--- src/ust_pkg.sv ---
// How it works
// - one data address: read rx, write tx
// - ninth data bit used only in nine-bit mode
// - start needs three one samples then fall
// - ten or eleven bit frames, lsb first
// - length and parity bits set data content
// - idle all ones, break all zeros
// - bit rate is clock over 32 times divisor
// - divisor zero stops all baud ticks
// - receiver samples at sixteen times bit rate
// - parity type: 0 even, 1 odd
// - parity in data msb, generated and checked
// - double buffered, runs while transmit enabled
// - shifter drives pin while enabled or busy
// - open drain select applies to tx pin
// - buffer empty flag clears by status write of one, sets on move
// - complete flag clears by status read, data write
// - enabling sends idle preamble frame
// - break frames while send break is set
// - break ends with complete and mark bit
// - all done: both flags set, pin high
// - disable finishes frames, drops buffered word
// - tx pin assignable, rx pin dedicated
// - frame end loads rx buffer, sets full
package ust_pkg;
	localparam logic [7:0] REG_BAUD = 8'h00;
	localparam logic [7:0] REG_CFG  = 8'h04;
	localparam logic [7:0] REG_STAT = 8'h08;
	localparam logic [7:0] REG_DATA = 8'h0c;
	localparam logic [7:0] REG_PIN  = 8'h10;
	localparam logic [7:0] REG_DIR  = 8'h14;
	localparam int CFG_PE  = 0;
	localparam int CFG_PT  = 1;
	localparam int CFG_M   = 2;
	localparam int CFG_TE  = 3;
	localparam int CFG_RE  = 4;
	localparam int CFG_SBK = 5;
	localparam int CFG_OD  = 6;
	localparam int ST_TX_BUFFER_EMPTY = 0;
	localparam int ST_TC   = 1;
	localparam int ST_RX_BUFFER_FULL = 2;
	localparam int ST_PF   = 3;
	localparam int DIR_OUT = 0;
	localparam int DIR_VAL = 1;
	localparam int DIR_PIN = 2;
	localparam logic [12:0] BAUD_RST = 13'h0000;
	localparam logic [3:0] RT_LAST     = 4'hf;
	localparam logic [1:0] START_ONES  = 2'h3;
	localparam logic [3:0] SMP_A       = 4'h7;
	localparam logic [3:0] SMP_B       = 4'h8;
	localparam logic [3:0] SMP_C       = 4'h9;
	localparam logic [3:0] RESYNC_FROM = 4'hc;
	localparam logic [3:0] RT_EDGE     = 4'h1;
	localparam logic [3:0] INFO8       = 4'h8;
	localparam logic [3:0] INFO9       = 4'h9;
	localparam logic [3:0] LAST_M0     = 4'h9;
	localparam logic [3:0] LAST_M1     = 4'ha;
	typedef enum logic [1:0] {TX_IDLE, TX_SHIFT, TX_MARK} ust_txst_t;
	typedef enum logic [1:0] {K_IDLE, K_DATA, K_BRK} ust_kind_t;

	// parity over the bits below the data msb
	function automatic logic ust_par(
		input logic [8:0] d,
		input logic       m,
		input logic       odd
	);
		logic [8:0] k;
		k = m ? (d & 9'h0ff) : (d & 9'h07f);
		return (^k) ^ odd;
	endfunction : ust_par
endpackage : ust_pkg

--- src/ust_baud.sv ---
`timescale 1ns/10ps
module ust_baud import ust_pkg::*; #(
	parameter int DIV_W = 13
) (
	input  wire logic             clk,      // system clock
	input  wire logic             rst_n,    // sync reset, low
	input  wire logic [DIV_W-1:0] div,      // divisor, zero stops
	output logic                  rt_tick,  // sixteen-times enable
	output logic                  bit_tick  // one-per-bit enable
);
	typedef struct packed {
		logic [DIV_W:0] cnt;
		logic [3:0]     sub;
		logic           rt;
		logic           bt;
	} ust_baud_t;
	ust_baud_t cur_ff, nxt_ff;

	always_comb begin
		nxt_ff = cur_ff;
		nxt_ff.rt = 1'b0;
		nxt_ff.bt = 1'b0;
		if (div == '0) begin
			nxt_ff.cnt = '0;
			nxt_ff.sub = '0;
		end else if (cur_ff.cnt >= {div, 1'b0} - 1'b1) begin
			nxt_ff.cnt = '0;
			nxt_ff.rt = 1'b1;
			nxt_ff.sub = cur_ff.sub + 1'b1;
			nxt_ff.bt = (cur_ff.sub == RT_LAST);
		end else begin
			nxt_ff.cnt = cur_ff.cnt + 1'b1;
		end
	end

	always_ff @(posedge clk) begin
		if (!rst_n)
			cur_ff <= '0;
		else
			cur_ff <= nxt_ff;
	end

	assign rt_tick  = cur_ff.rt;
	assign bit_tick = cur_ff.bt;
endmodule : ust_baud

--- src/ust_rxbit.sv ---
`timescale 1ns/10ps
module ust_rxbit import ust_pkg::*; (
	input  wire logic       clk,      // system clock
	input  wire logic       rst_n,    // sync reset, low
	input  wire logic       rt_tick,  // sixteen-times enable
	input  wire logic       en,       // receiver enable
	input  wire logic       rxd,      // line level
	input  wire logic       nine,     // nine info bits
	output logic            done,     // frame complete pulse
	output logic [8:0]      data      // info bits, lsb aligned
);
	typedef struct packed {
		logic [1:0] ones;
		logic       prev;
		logic       busy;
		logic [3:0] rtc;
		logic [3:0] idx;
		logic [1:0] votes;
		logic [8:0] sh;
		logic       done;
	} ust_rx_t;
	ust_rx_t cur_ff, nxt_ff;
	logic    bitv;

	always_comb begin
		nxt_ff = cur_ff;
		nxt_ff.done = 1'b0;
		bitv = (cur_ff.votes + {1'b0, rxd}) >= 2'd2;
		if (!en) begin
			nxt_ff.busy = 1'b0;
			nxt_ff.ones = '0;
		end else if (rt_tick) begin
			nxt_ff.prev = rxd;
			if (!cur_ff.busy) begin
				nxt_ff.ones = !rxd ? 2'd0 :
					(cur_ff.ones == START_ONES) ? cur_ff.ones :
					cur_ff.ones + 1'b1;
				if (!rxd && cur_ff.ones == START_ONES) begin
					nxt_ff.busy = 1'b1;
					nxt_ff.rtc = '0;
					nxt_ff.idx = '0;
					nxt_ff.votes = '0;
				end
			end else begin
				nxt_ff.rtc = cur_ff.rtc + 1'b1;
				if (cur_ff.rtc == RT_LAST)
					nxt_ff.votes = '0;
				if (cur_ff.rtc == RT_LAST)
					nxt_ff.idx = cur_ff.idx + 1'b1;
				if (rxd != cur_ff.prev && cur_ff.rtc >= RESYNC_FROM
					&& cur_ff.idx != '0) begin
					nxt_ff.rtc = RT_EDGE;
					nxt_ff.idx = cur_ff.idx + 1'b1;
					nxt_ff.votes = '0;
				end else if (cur_ff.rtc == SMP_A || cur_ff.rtc == SMP_B) begin
					nxt_ff.votes = cur_ff.votes + {1'b0, rxd};
				end else if (cur_ff.rtc == SMP_C) begin
					if (cur_ff.idx == '0) begin
						nxt_ff.busy = bitv ? 1'b0 : 1'b1;
					end else if (cur_ff.idx <= (nine ? INFO9 : INFO8)) begin
						nxt_ff.sh = {bitv, cur_ff.sh[8:1]};
					end else begin
						nxt_ff.done = 1'b1;
						nxt_ff.busy = 1'b0;
						nxt_ff.ones = '0;
					end
				end
			end
		end
	end

	always_ff @(posedge clk) begin
		if (!rst_n)
			cur_ff <= '0;
		else
			cur_ff <= nxt_ff;
	end

	assign done = cur_ff.done;
	assign data = nine ? cur_ff.sh : {1'b0, cur_ff.sh[8:1]};
endmodule : ust_rxbit

--- src/ust_top.sv ---
// Register access over APB and the address map were chosen for this implementation.
`timescale 1ns/10ps
module ust_top import ust_pkg::*; #(
	parameter int DIV_W = 13
) (
	input  wire logic        MCLK,     // system clock
	input  wire logic        RST_N,    // sync reset, low
	input  wire logic        PSEL,     // apb select
	input  wire logic        PENABLE,  // apb access phase
	input  wire logic        PWRITE,   // apb direction
	input  wire logic [7:0]  PADDR,    // apb byte address
	input  wire logic [31:0] PWDATA,   // apb write data
	output logic      [31:0] PRDATA,   // apb read data
	output logic             PREADY,   // apb ready
	output logic             PSLVERR,  // unmapped address
	input  wire logic        RXD,      // serial receive pin
	input  wire logic        TXD_I,    // tx pin level
	output logic             TXD_O,    // tx pin drive value
	output logic             TXD_OE    // tx pin drive enable
);
	typedef struct packed {
		logic [DIV_W-1:0] baud;
		logic             pe;
		logic             pt;
		logic             m;
		logic             te;
		logic             re;
		logic             send_break;
		logic             od;
		logic             pin_ser;
		logic             gp_dir;
		logic             gp_val;
		logic [8:0]       transmit_buffer;
		logic             tx_buffer_empty;
		logic             tfull;
		logic             brk_pend;
		logic             tc;
		logic             tc_arm;
		logic             rx_arm;
		logic [8:0]       receive_buffer;
		logic             rx_buffer_full;
		logic             pf;
		logic             te_q;
		logic             pre_pend;
		ust_txst_t        st;
		ust_kind_t        kind;
		logic [10:0]      sh;
		logic [3:0]       cnt;
		logic             tx_bit;
		logic             txd_o;
		logic             txd_oe;
		logic             pready;
		logic [31:0]      prdata;
		logic             pslverr;
	} ust_top_t;

	ust_top_t    cur_ff, nxt_ff;
	logic        rt_tick;
	logic        bit_tick;
	logic        rx_done;
	logic [8:0]  rx_data;

	////////////////////////////////////////////////////////////////////
	// baud generator and receiver

	ust_baud #(.DIV_W(DIV_W)) u_baud (
		.clk      (MCLK),
		.rst_n    (RST_N),
		.div      (cur_ff.baud),
		.rt_tick  (rt_tick),
		.bit_tick (bit_tick)
	);

	ust_rxbit u_rx (
		.clk     (MCLK),
		.rst_n   (RST_N),
		.rt_tick (rt_tick),
		.en      (cur_ff.re),
		.rxd     (RXD),
		.nine    (cur_ff.m),
		.done    (rx_done),
		.data    (rx_data)
	);

	////////////////////////////////////////////////////////////////////
	// frame builder: start, info lsb first, stop bits

	function automatic logic [10:0] mk_frame(
		input logic [8:0] d,
		input logic       m,
		input logic       pe,
		input logic       pt
	);
		logic [8:0] v;
		v = d;
		if (pe && m)
			v[8] = ust_par(d, m, pt);
		if (pe && !m)
			v[7] = ust_par(d, m, pt);
		return m ? {1'b1, v, 1'b0} : {2'b11, v[7:0], 1'b0};
	endfunction : mk_frame

	////////////////////////////////////////////////////////////////////
	// next state

	logic       acc;
	logic       wr;
	logic       rd;
	logic       wr_dat;
	logic       mapped;
	logic       owns;
	logic       pval;
	logic       drive;
	logic [3:0] last;
	logic [31:0] rv;

	always_comb begin
		nxt_ff = cur_ff;
		acc = PSEL & PENABLE & cur_ff.pready;
		wr = acc & PWRITE;
		rd = acc & ~PWRITE;
		wr_dat = wr && PADDR == REG_DATA;
		last = cur_ff.m ? LAST_M1 : LAST_M0;
		mapped = PADDR == REG_BAUD || PADDR == REG_CFG
			|| PADDR == REG_STAT || PADDR == REG_DATA
			|| PADDR == REG_PIN || PADDR == REG_DIR;
		rv = '0;
		unique case (PADDR)
			REG_BAUD: rv = 32'(cur_ff.baud);
			REG_CFG: begin
				rv[CFG_PE] = cur_ff.pe;
				rv[CFG_PT] = cur_ff.pt;
				rv[CFG_M] = cur_ff.m;
				rv[CFG_TE] = cur_ff.te;
				rv[CFG_RE] = cur_ff.re;
				rv[CFG_SBK] = cur_ff.send_break;
				rv[CFG_OD] = cur_ff.od;
			end
			REG_STAT: begin
				rv[ST_TX_BUFFER_EMPTY] = cur_ff.tx_buffer_empty;
				rv[ST_TC] = cur_ff.tc;
				rv[ST_RX_BUFFER_FULL] = cur_ff.rx_buffer_full;
				rv[ST_PF] = cur_ff.pf;
			end
			REG_DATA: rv = 32'(cur_ff.receive_buffer);
			REG_PIN: rv[0] = cur_ff.pin_ser;
			REG_DIR: begin
				rv[DIR_OUT] = cur_ff.gp_dir;
				rv[DIR_VAL] = cur_ff.gp_val;
				rv[DIR_PIN] = TXD_I;
			end
			default: rv = '0;
		endcase

		// apb: one wait cycle, answer registered
		nxt_ff.pready = PSEL & PENABLE & ~cur_ff.pready;
		nxt_ff.prdata = (PSEL & PENABLE & ~cur_ff.pready) ? rv : '0;
		nxt_ff.pslverr = PSEL & PENABLE & ~cur_ff.pready & ~mapped;

		if (wr && PADDR == REG_BAUD)
			nxt_ff.baud = PWDATA[DIV_W-1:0];
		if (wr && PADDR == REG_CFG) begin
			nxt_ff.pe = PWDATA[CFG_PE];
			nxt_ff.pt = PWDATA[CFG_PT];
			nxt_ff.m = PWDATA[CFG_M];
			nxt_ff.te = PWDATA[CFG_TE];
			nxt_ff.re = PWDATA[CFG_RE];
			nxt_ff.send_break = PWDATA[CFG_SBK];
			nxt_ff.od = PWDATA[CFG_OD];
		end
		if (wr && PADDR == REG_PIN)
			nxt_ff.pin_ser = PWDATA[0];
		if (wr && PADDR == REG_DIR) begin
			nxt_ff.gp_dir = PWDATA[DIR_OUT];
			nxt_ff.gp_val = PWDATA[DIR_VAL];
		end

		// status read arms flag clearing
		if (rd && PADDR == REG_STAT) begin
			nxt_ff.tc_arm = cur_ff.tc;
			nxt_ff.rx_arm = cur_ff.rx_buffer_full;
		end
		if (wr && PADDR == REG_STAT && PWDATA[ST_TX_BUFFER_EMPTY])
			nxt_ff.tx_buffer_empty = 1'b0;
		if (wr_dat && !cur_ff.tx_buffer_empty) begin
			nxt_ff.transmit_buffer = PWDATA[8:0];
			nxt_ff.tfull = 1'b1;
		end
		if (wr_dat && cur_ff.tc_arm) begin
			nxt_ff.tc = 1'b0;
			nxt_ff.tc_arm = 1'b0;
		end
		if (rd && PADDR == REG_DATA && cur_ff.rx_arm) begin
			nxt_ff.rx_buffer_full = 1'b0;
			nxt_ff.pf = 1'b0;
			nxt_ff.rx_arm = 1'b0;
		end

		// receive: load buffer and flags, set wins over clear
		if (rx_done) begin
			nxt_ff.receive_buffer = cur_ff.m ? rx_data : {1'b0, rx_data[7:0]};
			nxt_ff.rx_buffer_full = 1'b1;
			nxt_ff.pf = cur_ff.pe & (ust_par(rx_data, cur_ff.m, cur_ff.pt)
				!= (cur_ff.m ? rx_data[8] : rx_data[7]));
		end

		// transmitter
		nxt_ff.te_q = cur_ff.te;
		// latch a short break request so at least one frame goes out
		if (cur_ff.send_break && !(cur_ff.st == TX_SHIFT
			&& cur_ff.kind == K_BRK))
			nxt_ff.brk_pend = 1'b1;
		if (!cur_ff.te)
			nxt_ff.brk_pend = 1'b0;
		if (cur_ff.te && !cur_ff.te_q)
			nxt_ff.pre_pend = 1'b1;
		if (bit_tick) begin
			if (cur_ff.st == TX_SHIFT && cur_ff.cnt != last) begin
				nxt_ff.sh = {1'b1, cur_ff.sh[10:1]};
				nxt_ff.tx_bit = cur_ff.sh[1];
				nxt_ff.cnt = cur_ff.cnt + 1'b1;
			end else if (cur_ff.pre_pend) begin
				nxt_ff.pre_pend = 1'b0;
				nxt_ff.st = TX_SHIFT;
				nxt_ff.kind = K_IDLE;
				nxt_ff.sh = '1;
				nxt_ff.cnt = '0;
				nxt_ff.tx_bit = 1'b1;
			end else if ((cur_ff.send_break || cur_ff.brk_pend) && cur_ff.te) begin
				nxt_ff.st = TX_SHIFT;
				nxt_ff.brk_pend = 1'b0;
				nxt_ff.kind = K_BRK;
				nxt_ff.sh = '0;
				nxt_ff.cnt = '0;
				nxt_ff.tx_bit = 1'b0;
			end else if (cur_ff.st == TX_SHIFT && cur_ff.kind == K_BRK) begin
				nxt_ff.st = TX_MARK;
				nxt_ff.tx_bit = 1'b1;
				nxt_ff.tc = 1'b1;
			end else if (cur_ff.te && cur_ff.tfull) begin
				nxt_ff.st = TX_SHIFT;
				nxt_ff.kind = K_DATA;
				nxt_ff.sh = mk_frame(cur_ff.transmit_buffer, cur_ff.m, cur_ff.pe,
					cur_ff.pt);
				nxt_ff.cnt = '0;
				nxt_ff.tx_bit = 1'b0;
				// a word written in the move cycle stays pending
				nxt_ff.tx_buffer_empty = !wr_dat;
				nxt_ff.tfull = wr_dat;
			end else begin
				nxt_ff.st = TX_IDLE;
				nxt_ff.tx_bit = 1'b1;
				nxt_ff.tc = 1'b1;
				if (!cur_ff.te && !wr_dat) begin
					nxt_ff.tx_buffer_empty = 1'b1;
					nxt_ff.tfull = 1'b0;
				end
			end
		end

		// pin: serial owns it while enabled or still shifting
		owns = cur_ff.pin_ser & (cur_ff.te | cur_ff.st != TX_IDLE);
		pval = owns ? cur_ff.tx_bit : cur_ff.gp_val;
		drive = owns | cur_ff.gp_dir;
		nxt_ff.txd_o = cur_ff.od ? 1'b0 : pval;
		nxt_ff.txd_oe = cur_ff.od ? (drive & ~pval) : drive;
	end

	always_ff @(posedge MCLK) begin
		if (!RST_N) begin
			cur_ff <= '0;
			cur_ff.baud <= BAUD_RST;
			cur_ff.tx_buffer_empty <= 1'b1;
			cur_ff.tc <= 1'b1;
			cur_ff.tx_bit <= 1'b1;
			cur_ff.st <= TX_IDLE;
			cur_ff.kind <= K_IDLE;
		end else begin
			cur_ff <= nxt_ff;
		end
	end

	assign PRDATA  = cur_ff.prdata;
	assign PREADY  = cur_ff.pready;
	assign PSLVERR = cur_ff.pslverr;
	assign TXD_O   = cur_ff.txd_o;
	assign TXD_OE  = cur_ff.txd_oe;
endmodule : ust_top

--- config.mk ---
export PLATFORM = sky130hd
export DESIGN_NAME = ust_top
export DESIGN_NICKNAME = d
export VERILOG_FILES = /design/src/ust_pkg.sv /design/src/ust_baud.sv /design/src/ust_rxbit.sv /design/src/ust_top.sv
export SDC_FILE = /design/constraint.sdc
export NUM_CORES = 1
export LEC_CHECK = 0
export ABC_AREA = 0
export CAP_MARGIN = 20
export CORE_MARGIN = 3
export CORE_UTILIZATION = 55
export DETAILED_ROUTE_END_ITERATION = 6
export DONT_BUFFER_PORTS = 1
export GPL_ROUTABILITY_DRIVEN = 0
export PLACE_DENSITY = 0.71
export SETUP_SLACK_MARGIN = 0.4
export SLEW_MARGIN = 20
export SYNTH_ARGS = -nofsm -noshare
export SYNTH_HDL_FRONTEND = slang
export SYNTH_SLANG_ARGS = --single-unit
--- constraint.sdc ---
create_clock -name MCLK -period 3.7 [get_ports MCLK]
set_input_delay 0.37 -clock MCLK [delete_from_list [all_inputs] [get_ports MCLK]]
set_output_delay 0.37 -clock MCLK [all_outputs]
set_load 0.01 [all_outputs]
# Yosys cells after proc, flatten, opt, wreduce, memory -nomap -nowiden
# Cells that the tools add are included.
[word_totals]
inputBits = 47
ff_bits = 151
word_cells = 249
latchBits = 0
ramBits = 0
output_inout_bits = 36
mem_bits_ro = 0
mem_count = 0
[classes]
n_mux = 72
n_eq_ne = 26
n_div = 0
n_reduce_logical = 67
addsub = 8
n_shift = 0
n_lt_le_gt_ge = 4
n_mul = 0
bitwise_logic = 27
[ops]
columns = ["op", "count"]
rows = [
  ["$mux W2", 22],
  ["$mux W20", 2],
  ["$mux W17", 2],
  ["$mux W1", 26],
  ["$logic_and A1 B1 Y1", 24],
  ["$mux W8", 3],
  ["$mux W11", 2],
  ["$mux W21", 1],
  ["$mux W9", 2],
  ["$reduce_xor A9 Y1", 2],
  ["$add A4 B1 Y4 const B", 4],
  ["$eq A4 B4 Y1 const B", 4],
  ["$eq A8 B4 Y1 const B", 2],
  ["$eq A8 B5 Y1 const B", 2],
  ["$mux W16", 1],
  ["$mux W4", 4],
  ["$add A14 B1 Y14 const B", 1],
  ["$ge A14 B14 Y1", 1],
  ["$not A1 Y1", 14],
  ["$sub A14 B1 Y14 const B", 1],
  ["$logic_not A13 Y1", 1],
  ["$pmux W6 S2", 1],
  ["$reduce_and A4 Y1", 3],
  ["$mux W10", 1],
  ["other kinds (38)", 78],
]

# Logic depth before layout (Yosys ltp)
# Gate-level depths: netlist of run 1.
[depth]
ltp_word = 13
ltp_mapped = 13
ltp_nobuf = 12

# Cells and area by module
# A second synthesis of run 1 with hierarchy kept.
[unflattened]
cells_unflattened = 790
hier_area_um2 = 6907.9
[modules_own_cells]
columns = ["mod", "seq_area_each_um2", "area_per_inst_um2", "instances", "cells_each"]
rows = [
  ["ust_top", 1741.7, 4152.7, 1, 486],
  ["ust_rxbit", 480.5, 1378.8, 1, 149],
  ["ust_baud", 400.4, 1376.3, 1, 155],
]

# Least setup slack after synthesis of run 1
# No wires, ideal clock.
[synth_timing]
kind = "flip-flop to flip-flop"
start = "register cur_ff[98] (netlist bit)"
end = "register u_baud.cur_ff[11] (netlist bit)"
t_arrival_ns = 2.817
synth_period_minus_slack_ns = 2.882
n_path_buf = 2
slack_ns = 0.818
setup_time_ns = 0.065
stages_incl_launch_ff = 14
t_required_ns = 3.635
cell_sequence = "dfxtp_1 -> clkbuf_1 -> nor4_1 -> and3_1 -> nand2_1 -> xor2_1 -> ha_1 -> a21o_1 -> a21o_1 -> a21o_1 -> o21ba_2 -> nand3_1 -> clkbuf_1 -> nor2_1"
[synth_between]
elab_chain_len = 3
elab_cells_between_ends = 4
classes_between = "1 x add/sub; 1 x order compare; 2 x reduce/logical"
[synth_rtl]
columns = ["element", "line", "rtl"]
rows = [
  ["start: declaration", "ust_top.sv:57", "ust_top_t cur_ff, nxt_ff;"],
  ["start signal: assignment", "ust_top.sv:279", "cur_ff <= nxt_ff;"],
  ["$sub A14 B1 Y14", "ust_baud.sv:26", "end else if (cur_ff.cnt >= {div, 1'b0} - 1'b1) begin"],
  ["$ge A14 B14 Y1", "ust_baud.sv:26", ""],
  ["$reduce_or A3 Y1 (no source line) (*)", "n/a", ""],
  ["end signal: assignment", "ust_baud.sv:40", "cur_ff <= nxt_ff;"],
  ["end: declaration", "ust_baud.sv:17", "ust_baud_t cur_ff, nxt_ff;"],
]
# Mark *: on every way between the ends. The rest lies on a longest branch, timed or not.
# A chain may end at the register's enable or synchronous reset.

# Worst setup path after layout of run 1
[layout_timing]
start = "register cur_ff[98] (netlist bit)"
end = "register u_baud.cur_ff[12] (netlist bit)"
# Same word-level chain as after synthesis.

==> results.py, run 1 <==
metrics = {
    "place": {
        "placedInstanceArea_um2": 6604,
        "portBuffers": 0,
        "pre_cts_ws_ps": 489.1,
        "place_hpwl_mm": 10.54,
    },
    "layout": {
        "area.growth.synth_to_final_pct": 7.466,
        "final_area_um2": 7222,
        "finalNetCount": 845,
        "fraction_of_final_layout_cells_with_drive_strength_greater_than_1_pct": 7.261,
        "final_util_pct": 61.92,
        "n_antenna_cell": 0,
    },
    "grt": {
        "grt_first_pass_wirelength_mm": 24.29,
        "grt_antenna_before_repair": 0,
        "grt.total_usage_pct": 22.70,
        "grt_max_degree": 69,
        "grt_pass1_vias": 4954,
        "grt_overflow_total": 0,
    },
    "clocking": {
        "cts_tree": "yes",
        "buffers_inserted_by_post_cts_timing_repair": 0,
        "clock_tree.htree_level_count": 4,
        "cts_made_buffers": 17,
        "clock_insertion_delay_worst_skew_ps": 430,
        "clkSinkCount": 131,
        "clockRootBuffer": "clkbuf_16",
        "worst_setup_hold_path_clk_slew_ps": 60,
        "ctsHoldBuffers": 0,
        "clockBufferDepth": 2,
        "cts-resized-gates": 0,
    },
    "drt": {
        "via_per_inst": 5.846,
        "drtIter0Drc": 443,
        "post_drt_wl_per_cell_um": 16.31,
        "drt-pass1-iter-count": 5,
        "detail-route-antenna-nets": 0,
        "post-route-drc-count": 0,
        "drt_wl_total_mm": 15.14,
        "vias": 5425,
    },
    "critical_path": {
        "setup.worst_path.start_class": "flop",
        "ff2ff_path_depth": 11,
        "timing_worst_setup_path_type": "reg2reg",
        "crit_path_capture_type": "flop",
        "rr_startpoint": "cur_ff[98]",
        "setup.reg_to_reg.worst_slack_ps": 670,
        "timing.rr.end": "u_baud.cur_ff[12]",
        "worstPathRequired_ps": 4060,
        "cp.arrival_ps": 3390,
        "worstPathMaxFanout": 13,
    },
    "logic_synthesis": {
        "postSynthRegisterBits": 131,
        "synth_seq_area_share_pct": 39.02,
        "post_synth.cell_area_avg_um2": 8.379,
        "synth_enable_flop_cells": 0,
        "synth_cells": 802,
        "yosys_warnings": 0,
        "synth_top_flop_cell": "dfxtp_1",
        "post_synth_num_cell_types": 60,
        "synth_area_um2": 6720,
        "async_flop_share_pct": 0,
    },
    "sta": {
        "max_freq_mhz": 329.9,
        "slew_margin_rel_pct": 34.55,
        "share_of_the_clock_period_used_by_the_worst_path_after_layout_pct": 81.92,
        "drv_slew": 0,
        "fin_ws_ps": 669.0,
        "tightest_slew_ps": 971.5,
        "final_period_minus_worst_setup_slack_ps": 3031,
        "rsz0062_at_grt": "no",
        "finalHoldViolCount": 0,
        "fin_setup_tns_ps": 0,
        "setup_viol": 0,
        "finalClockSkew_ps": 11.46,
    },
    "die": {
        "start_util_pct": 57.62,
        "floorplan.die.height_um": 116.5,
        "design.die.area_um2": 13580,
        "dieWidth_um": 116.5,
        "placementRows": 39,
        "ios": 83,
        "area_of_the_core_um2": 11660,
    },
    "hold_path": {
        "hold_end": "PRDATA[0]",
        "min_path_cells": 1,
        "worstHoldPathType": "in2reg",
        "holdCritStartpoint": "PADDR[6]",
    },
    "pwr": {
        "vdd_ir_drop_max_mv": 0.3292,
        "power_density_nw_per_um2": 439.6,
        "p_leak_nw": 2.713,
    },
    "run": {
        "maxCapViolations": 0,
    },
    "status": {
        "status": "completed",
    },
}
==> critical path, cell delays in order (launching register included) <==
cell	delay (ps)
dfxtp_1	380
nor4_2	500
and3_1	290
nand2_1	80
xor2_1	140
ha_1	300
a21o_1	180
a21o_1	170
a21o_1	210
o21ba_2	280
nand3_2	250
nor2_1	190
==> sequential cells by signal, summed over array words and instances (netlist names) <==
signal and count:
u_baud.cur_ff 18, u_baud.bit_tick 1, u_rx.cur_ff 23, TXD_O 1, cur_ff 70, u_baud.rt_tick 1, PSLVERR 1, PREADY 1
PRDATA 13, TXD_OE 1, u_rx.done 1
==> area by class of cell <==
class,instances,area (um^2)
timing repair buffer,5,37.54
multi-input combinational,603,3724
clock buffer,17,425.4
tap,143,178.9
inverter,14,52.55
fill,1004,4441
sequential,131,2623
clock inverter,15,181.4
==> placed cells by master (no fill, tap or decap), types with 4 or more instances in the layout <==
master and instances:
mux2i_1 28, inv_1 13, and2_1 8, nand4_1 9, nor2_1 76, nand3_1 48
nor3b_1 9, clkinv_4 4, nor4_1 6, clkbuf_16 17, o31ai_1 5, a22oi_1 10
nor2b_1 6, mux2_2 4, conb_1 19, a31oi_1 5, dfxtp_1 131, o211ai_1 11
o21ai_0 18, xor2_1 13, a21oi_1 72, ha_1 26, xnor2_1 30, a211oi_1 6
nor3_1 12, nand2_1 102, buf_4 5, a21o_1 7, nand2b_1 11, and3_1 14
mux4_2 4
==> power breakdown <==
group          internal [mW]  total (mW)  switching, mW
sequential              1.41        1.41        0.00109
clock                   1.06        1.72          0.657
combinational        0.00997      0.0417         0.0317
==> cells in the mapped netlist (3+ instances only) <==
library cell	count	share of area, %
buf_2	5	0.37
a21oi_1	72	5.4
nor3_1	12	0.89
and2_1	8	0.74
o31a_1	3	0.39
o31ai_1	5	0.56
nand2b_1	11	1.0
nor3b_1	9	1.0
nand3b_1	3	0.34
inv_1	13	0.73
nor2_1	76	4.2
nand2_1	102	5.7
buf_4	33	3.7
nor4_1	7	0.65
mux2i_1	28	4.2
a22oi_1	10	1.1
mux4_2	4	1.3
mux2_2	4	0.67
o211ai_1	11	1.2
nor2b_1	6	0.56
a21o_1	7	0.78
o21ai_0	18	1.3
a31oi_1	5	0.47
xnor2_1	30	3.9
o21ai_1	3	0.22
dfxtp_1	131	39
nand4_1	9	0.84
nand3_1	49	3.6
nand4b_1	3	0.39
ha_1	26	4.8
clkbuf_1	32	1.8
xor2_1	13	1.7
a211oi_1	6	0.67
and3_1	14	1.3
==> logic make-up (layout without fill, tap and decap cells) <==
kind of cell             after synthesis  count (layout)  share of synthesized area (%)
multiplexers                          36              36                          6.181
XOR/XNOR                              43              43                          5.604
AND/OR/NAND/NOR                      319             319                          22.77
flip-flops                           131             131                          39.02
adder cells (fa/ha/maj)               26              26                          4.841
AO/OA/AOI/OAI                        160             160                          14.78
other                                  1              19                        0.05580
buffers and inverters                 86              51                          6.740
==> per-layer routing <==
metal / vias to the layer above / global-route usage, % / part of all wire (%)
met5: - / 0 / 0
met4: 0 / 8.716 / 2.0
met1: 2511 / 29.33 / 45
met3: 24 / 6.839 / 6.9
li1: 2709 / - / -
met2: 181 / 35.77 / 46
==> through the flow <==
stage | hold slack (ps) | instances | power (mW)
finish | 13.71 | 928 | 3.175
global route | 9.335 | 928 | 3.262
CTS | 11.25 | 928 | 3.190
detailed placement | 447.9 | 896 | 1.484
global placement | 440.5 | 896 | 1.484
floorplan | 425.0 | 820 | 1.501
==> how the worst max path moves through the flow <==
stage / start / end / depth (start not counted)
global route: cur_ff[98] / u_baud.cur_ff[12] / 11
global placement: cur_ff[98] / u_baud.cur_ff[16] / 11
CTS: cur_ff[98] / u_baud.cur_ff[12] / 11
finish: cur_ff[98] / u_baud.cur_ff[12] / 11
floorplan: cur_ff[98] / u_baud.cur_ff[11] / 13
detailed placement: cur_ff[98] / u_baud.cur_ff[15] / 11
(Power assumes the default switching activity.)
==> inputs of run 2 (changes only) <==
PLACE_DENSITY = 0.74   (was 0.71)
clock period = 2.67 ns   (was 3.7 ns; I/O delays follow)
==> results.py, run 2 (synthesis gave the netlist of run 1 again) <==
metrics = {
    "critical_path": {
        "worstPathMaxFanout": 4,
        "setup.worst_path.start_class": "flop",
        "cpMaxStageDelayCell": "nor4_4",
        "cp.arrival_ps": 3000,
        "critical-path-top-cell-by-count": "buf_4",
        "crit_chain": "nor4_4, and3_4, nand2_2, xor2_1, ha_1, buf_4, nand4_1, buf_4, nor2_4, nand3_4, a211o_1, a21oi_2",
        "critical-path-max-stage-delay_ps": 350,
        "timing_worst_setup_path_type": "reg2reg",
        "crit_path_capture_type": "flop",
        "worstPathRequired_ps": 3030,
    },
    "sta": {
        "tightest_slew_ps": 887.9,
        "max_freq_mhz": 379.7,
        "final_period_minus_worst_setup_slack_ps": 2633,
        "final.hold.worst_slack_ps": 8.224,
        "setup_viol": 0,
        "finalHoldViolCount": 0,
        "drv_slew": 0,
        "rsz0062_at_grt": "yes",
        "fin_ws_ps": 36.66,
        "share_of_the_clock_period_used_by_the_worst_path_after_layout_pct": 98.63,
        "finalClockSkew_ps": 7.938,
        "slew_margin_rel_pct": 40.53,
    },
    "layout": {
        "final_common_cell": "dfxtp_1",
        "max_flop_register": "cur_ff",
        "largest_reg_flops": 70,
        "n_antenna_cell": 0,
        "finalNetCount": 872,
        "fraction_of_final_layout_cells_with_drive_strength_greater_than_1_pct": 12.56,
        "area.growth.synth_to_final_pct": 14.65,
        "final_area_um2": 7705,
        "stdcell_count": 955,
        "reg_top3": "cur_ff x70, u_rx.cur_ff x23, u_baud.cur_ff x18",
        "layout_common_cells": "dfxtp_1 (126), nand2_1 (99), a21oi_1 (70)",
    },
    "clocking": {
        "worst_setup_hold_path_clk_slew_ps": 60,
        "clockBufferDepth": 2,
        "clkSinkCount": 131,
        "clock_insertion_delay_worst_skew_ps": 430,
        "clock_tree.htree_level_count": 4,
        "cts_made_buffers": 17,
        "clockRootBuffer": "clkbuf_16",
        "cts_tree": "yes",
    },
    "place": {
        "pre_cts_ws_ps": -51.32,
        "portBuffers": 0,
        "placedCellCount": 902,
        "placedInstanceArea_um2": 6720,
        "place_hpwl_mm": 11.12,
    },
    "drt": {
        "post-route-drc-count": 0,
        "post_drt_wl_per_cell_um": 17.67,
        "drt_wl_total_mm": 16.87,
        "drt-pass1-iter-count": 5,
        "vias": 5798,
        "via_per_inst": 6.071,
        "detail-route-antenna-nets": 0,
        "drtIter0Drc": 645,
    },
    "grt": {
        "grt_pass1_vias": 5408,
        "grt_max_degree": 53,
        "grt_overflow_total": 0,
        "grt_antenna_before_repair": 1,
        "grt_first_pass_wirelength_mm": 26.92,
        "grt.total_usage_pct": 25.27,
    },
    "pwr": {
        "vdd_ir_drop_max_mv": 0.4737,
        "power_density_nw_per_um2": 588.8,
        "p_leak_nw": 2.886,
        "power.total_mw": 4.537,
    },
    "die": {
        "start_util_pct": 57.62,
        "ios": 83,
        "design.die.area_um2": 13580,
        "placementRows": 39,
        "area_of_the_core_um2": 11660,
        "floorplan.die.height_um": 116.5,
        "dieWidth_um": 116.5,
    },
    "hold_path": {
        "worstHoldPathType": "in2reg",
    },
    "status": {
        "status": "completed",
    },
    "run": {
        "maxCapViolations": 0,
    },
}
-- run 2: worst paths after layout --
kind	startpoint	cells after the start	to	slack, ps
worst min register to register	cur_ff[46]	2	cur_ff[46]	460
worst max register to register	cur_ff[98]	12	u_baud.cur_ff[5]	40
worst max-delay path	cur_ff[98]	12	u_baud.cur_ff[5]	40
worst min-delay path	PWDATA[1]	2	cur_ff[84]	8
-- run 2: where the power goes --
group | internal, mW | switching (mW) | total (mW)
clock network | 1.61 | 0.883 | 2.49
registers | 1.95 | 0.00171 | 1.96
logic | 0.0287 | 0.0575 | 0.0862
total | 3.59 | 0.942 | 4.54
-- run 2: final cells by class --
type	count	area (um^2)
multi-input cells	604	3930
well taps	143	178.9
repair buffers	31	274.0
clock inverters	12	178.9
flip-flops and latches	131	2634
inverters	14	52.55
clock buffers	20	456.7
fillers	881	3958
-- run 2: critical path, delay by kind of cell, from the launching register on --
family | cells | cell delay, ps
buf+inv | 2 | 290
simple gates | 6 | 1070
compound gates | 2 | 420
xor+xnor | 1 | 140
flops | 1 | 330
fa+ha+maj | 1 | 310
-- run 2: routing by layer --
layer  global-route usage (%)  wire length [um]  up-vias
met5                        0                 7        -
met4                    11.39               488        2
li1                         -                 -     2766
met1                    31.25              7057     2718
met3                    5.855              1175       53
met2                    41.95              8142      259
-- run 2: metrics by stage --
stage               TNS (ps)  util (%)
floorplan                  0         -
global placement           0     57.62
detailed placement    -78.75     57.62
CTS                        0     65.20
global route          -599.2     66.07
finish                     0     66.07
-- run 2: repair_timing --
action / CTS / global route
endpoints found under the hold margin: 39 / 0
setup endpoints to repair: 20 / 24
hold buffers: 15 / 0
pin swaps: 10 / 8
cloned: 1 / 0
buffers inserted: 2 / 3
gates resized for setup: 18 / 20
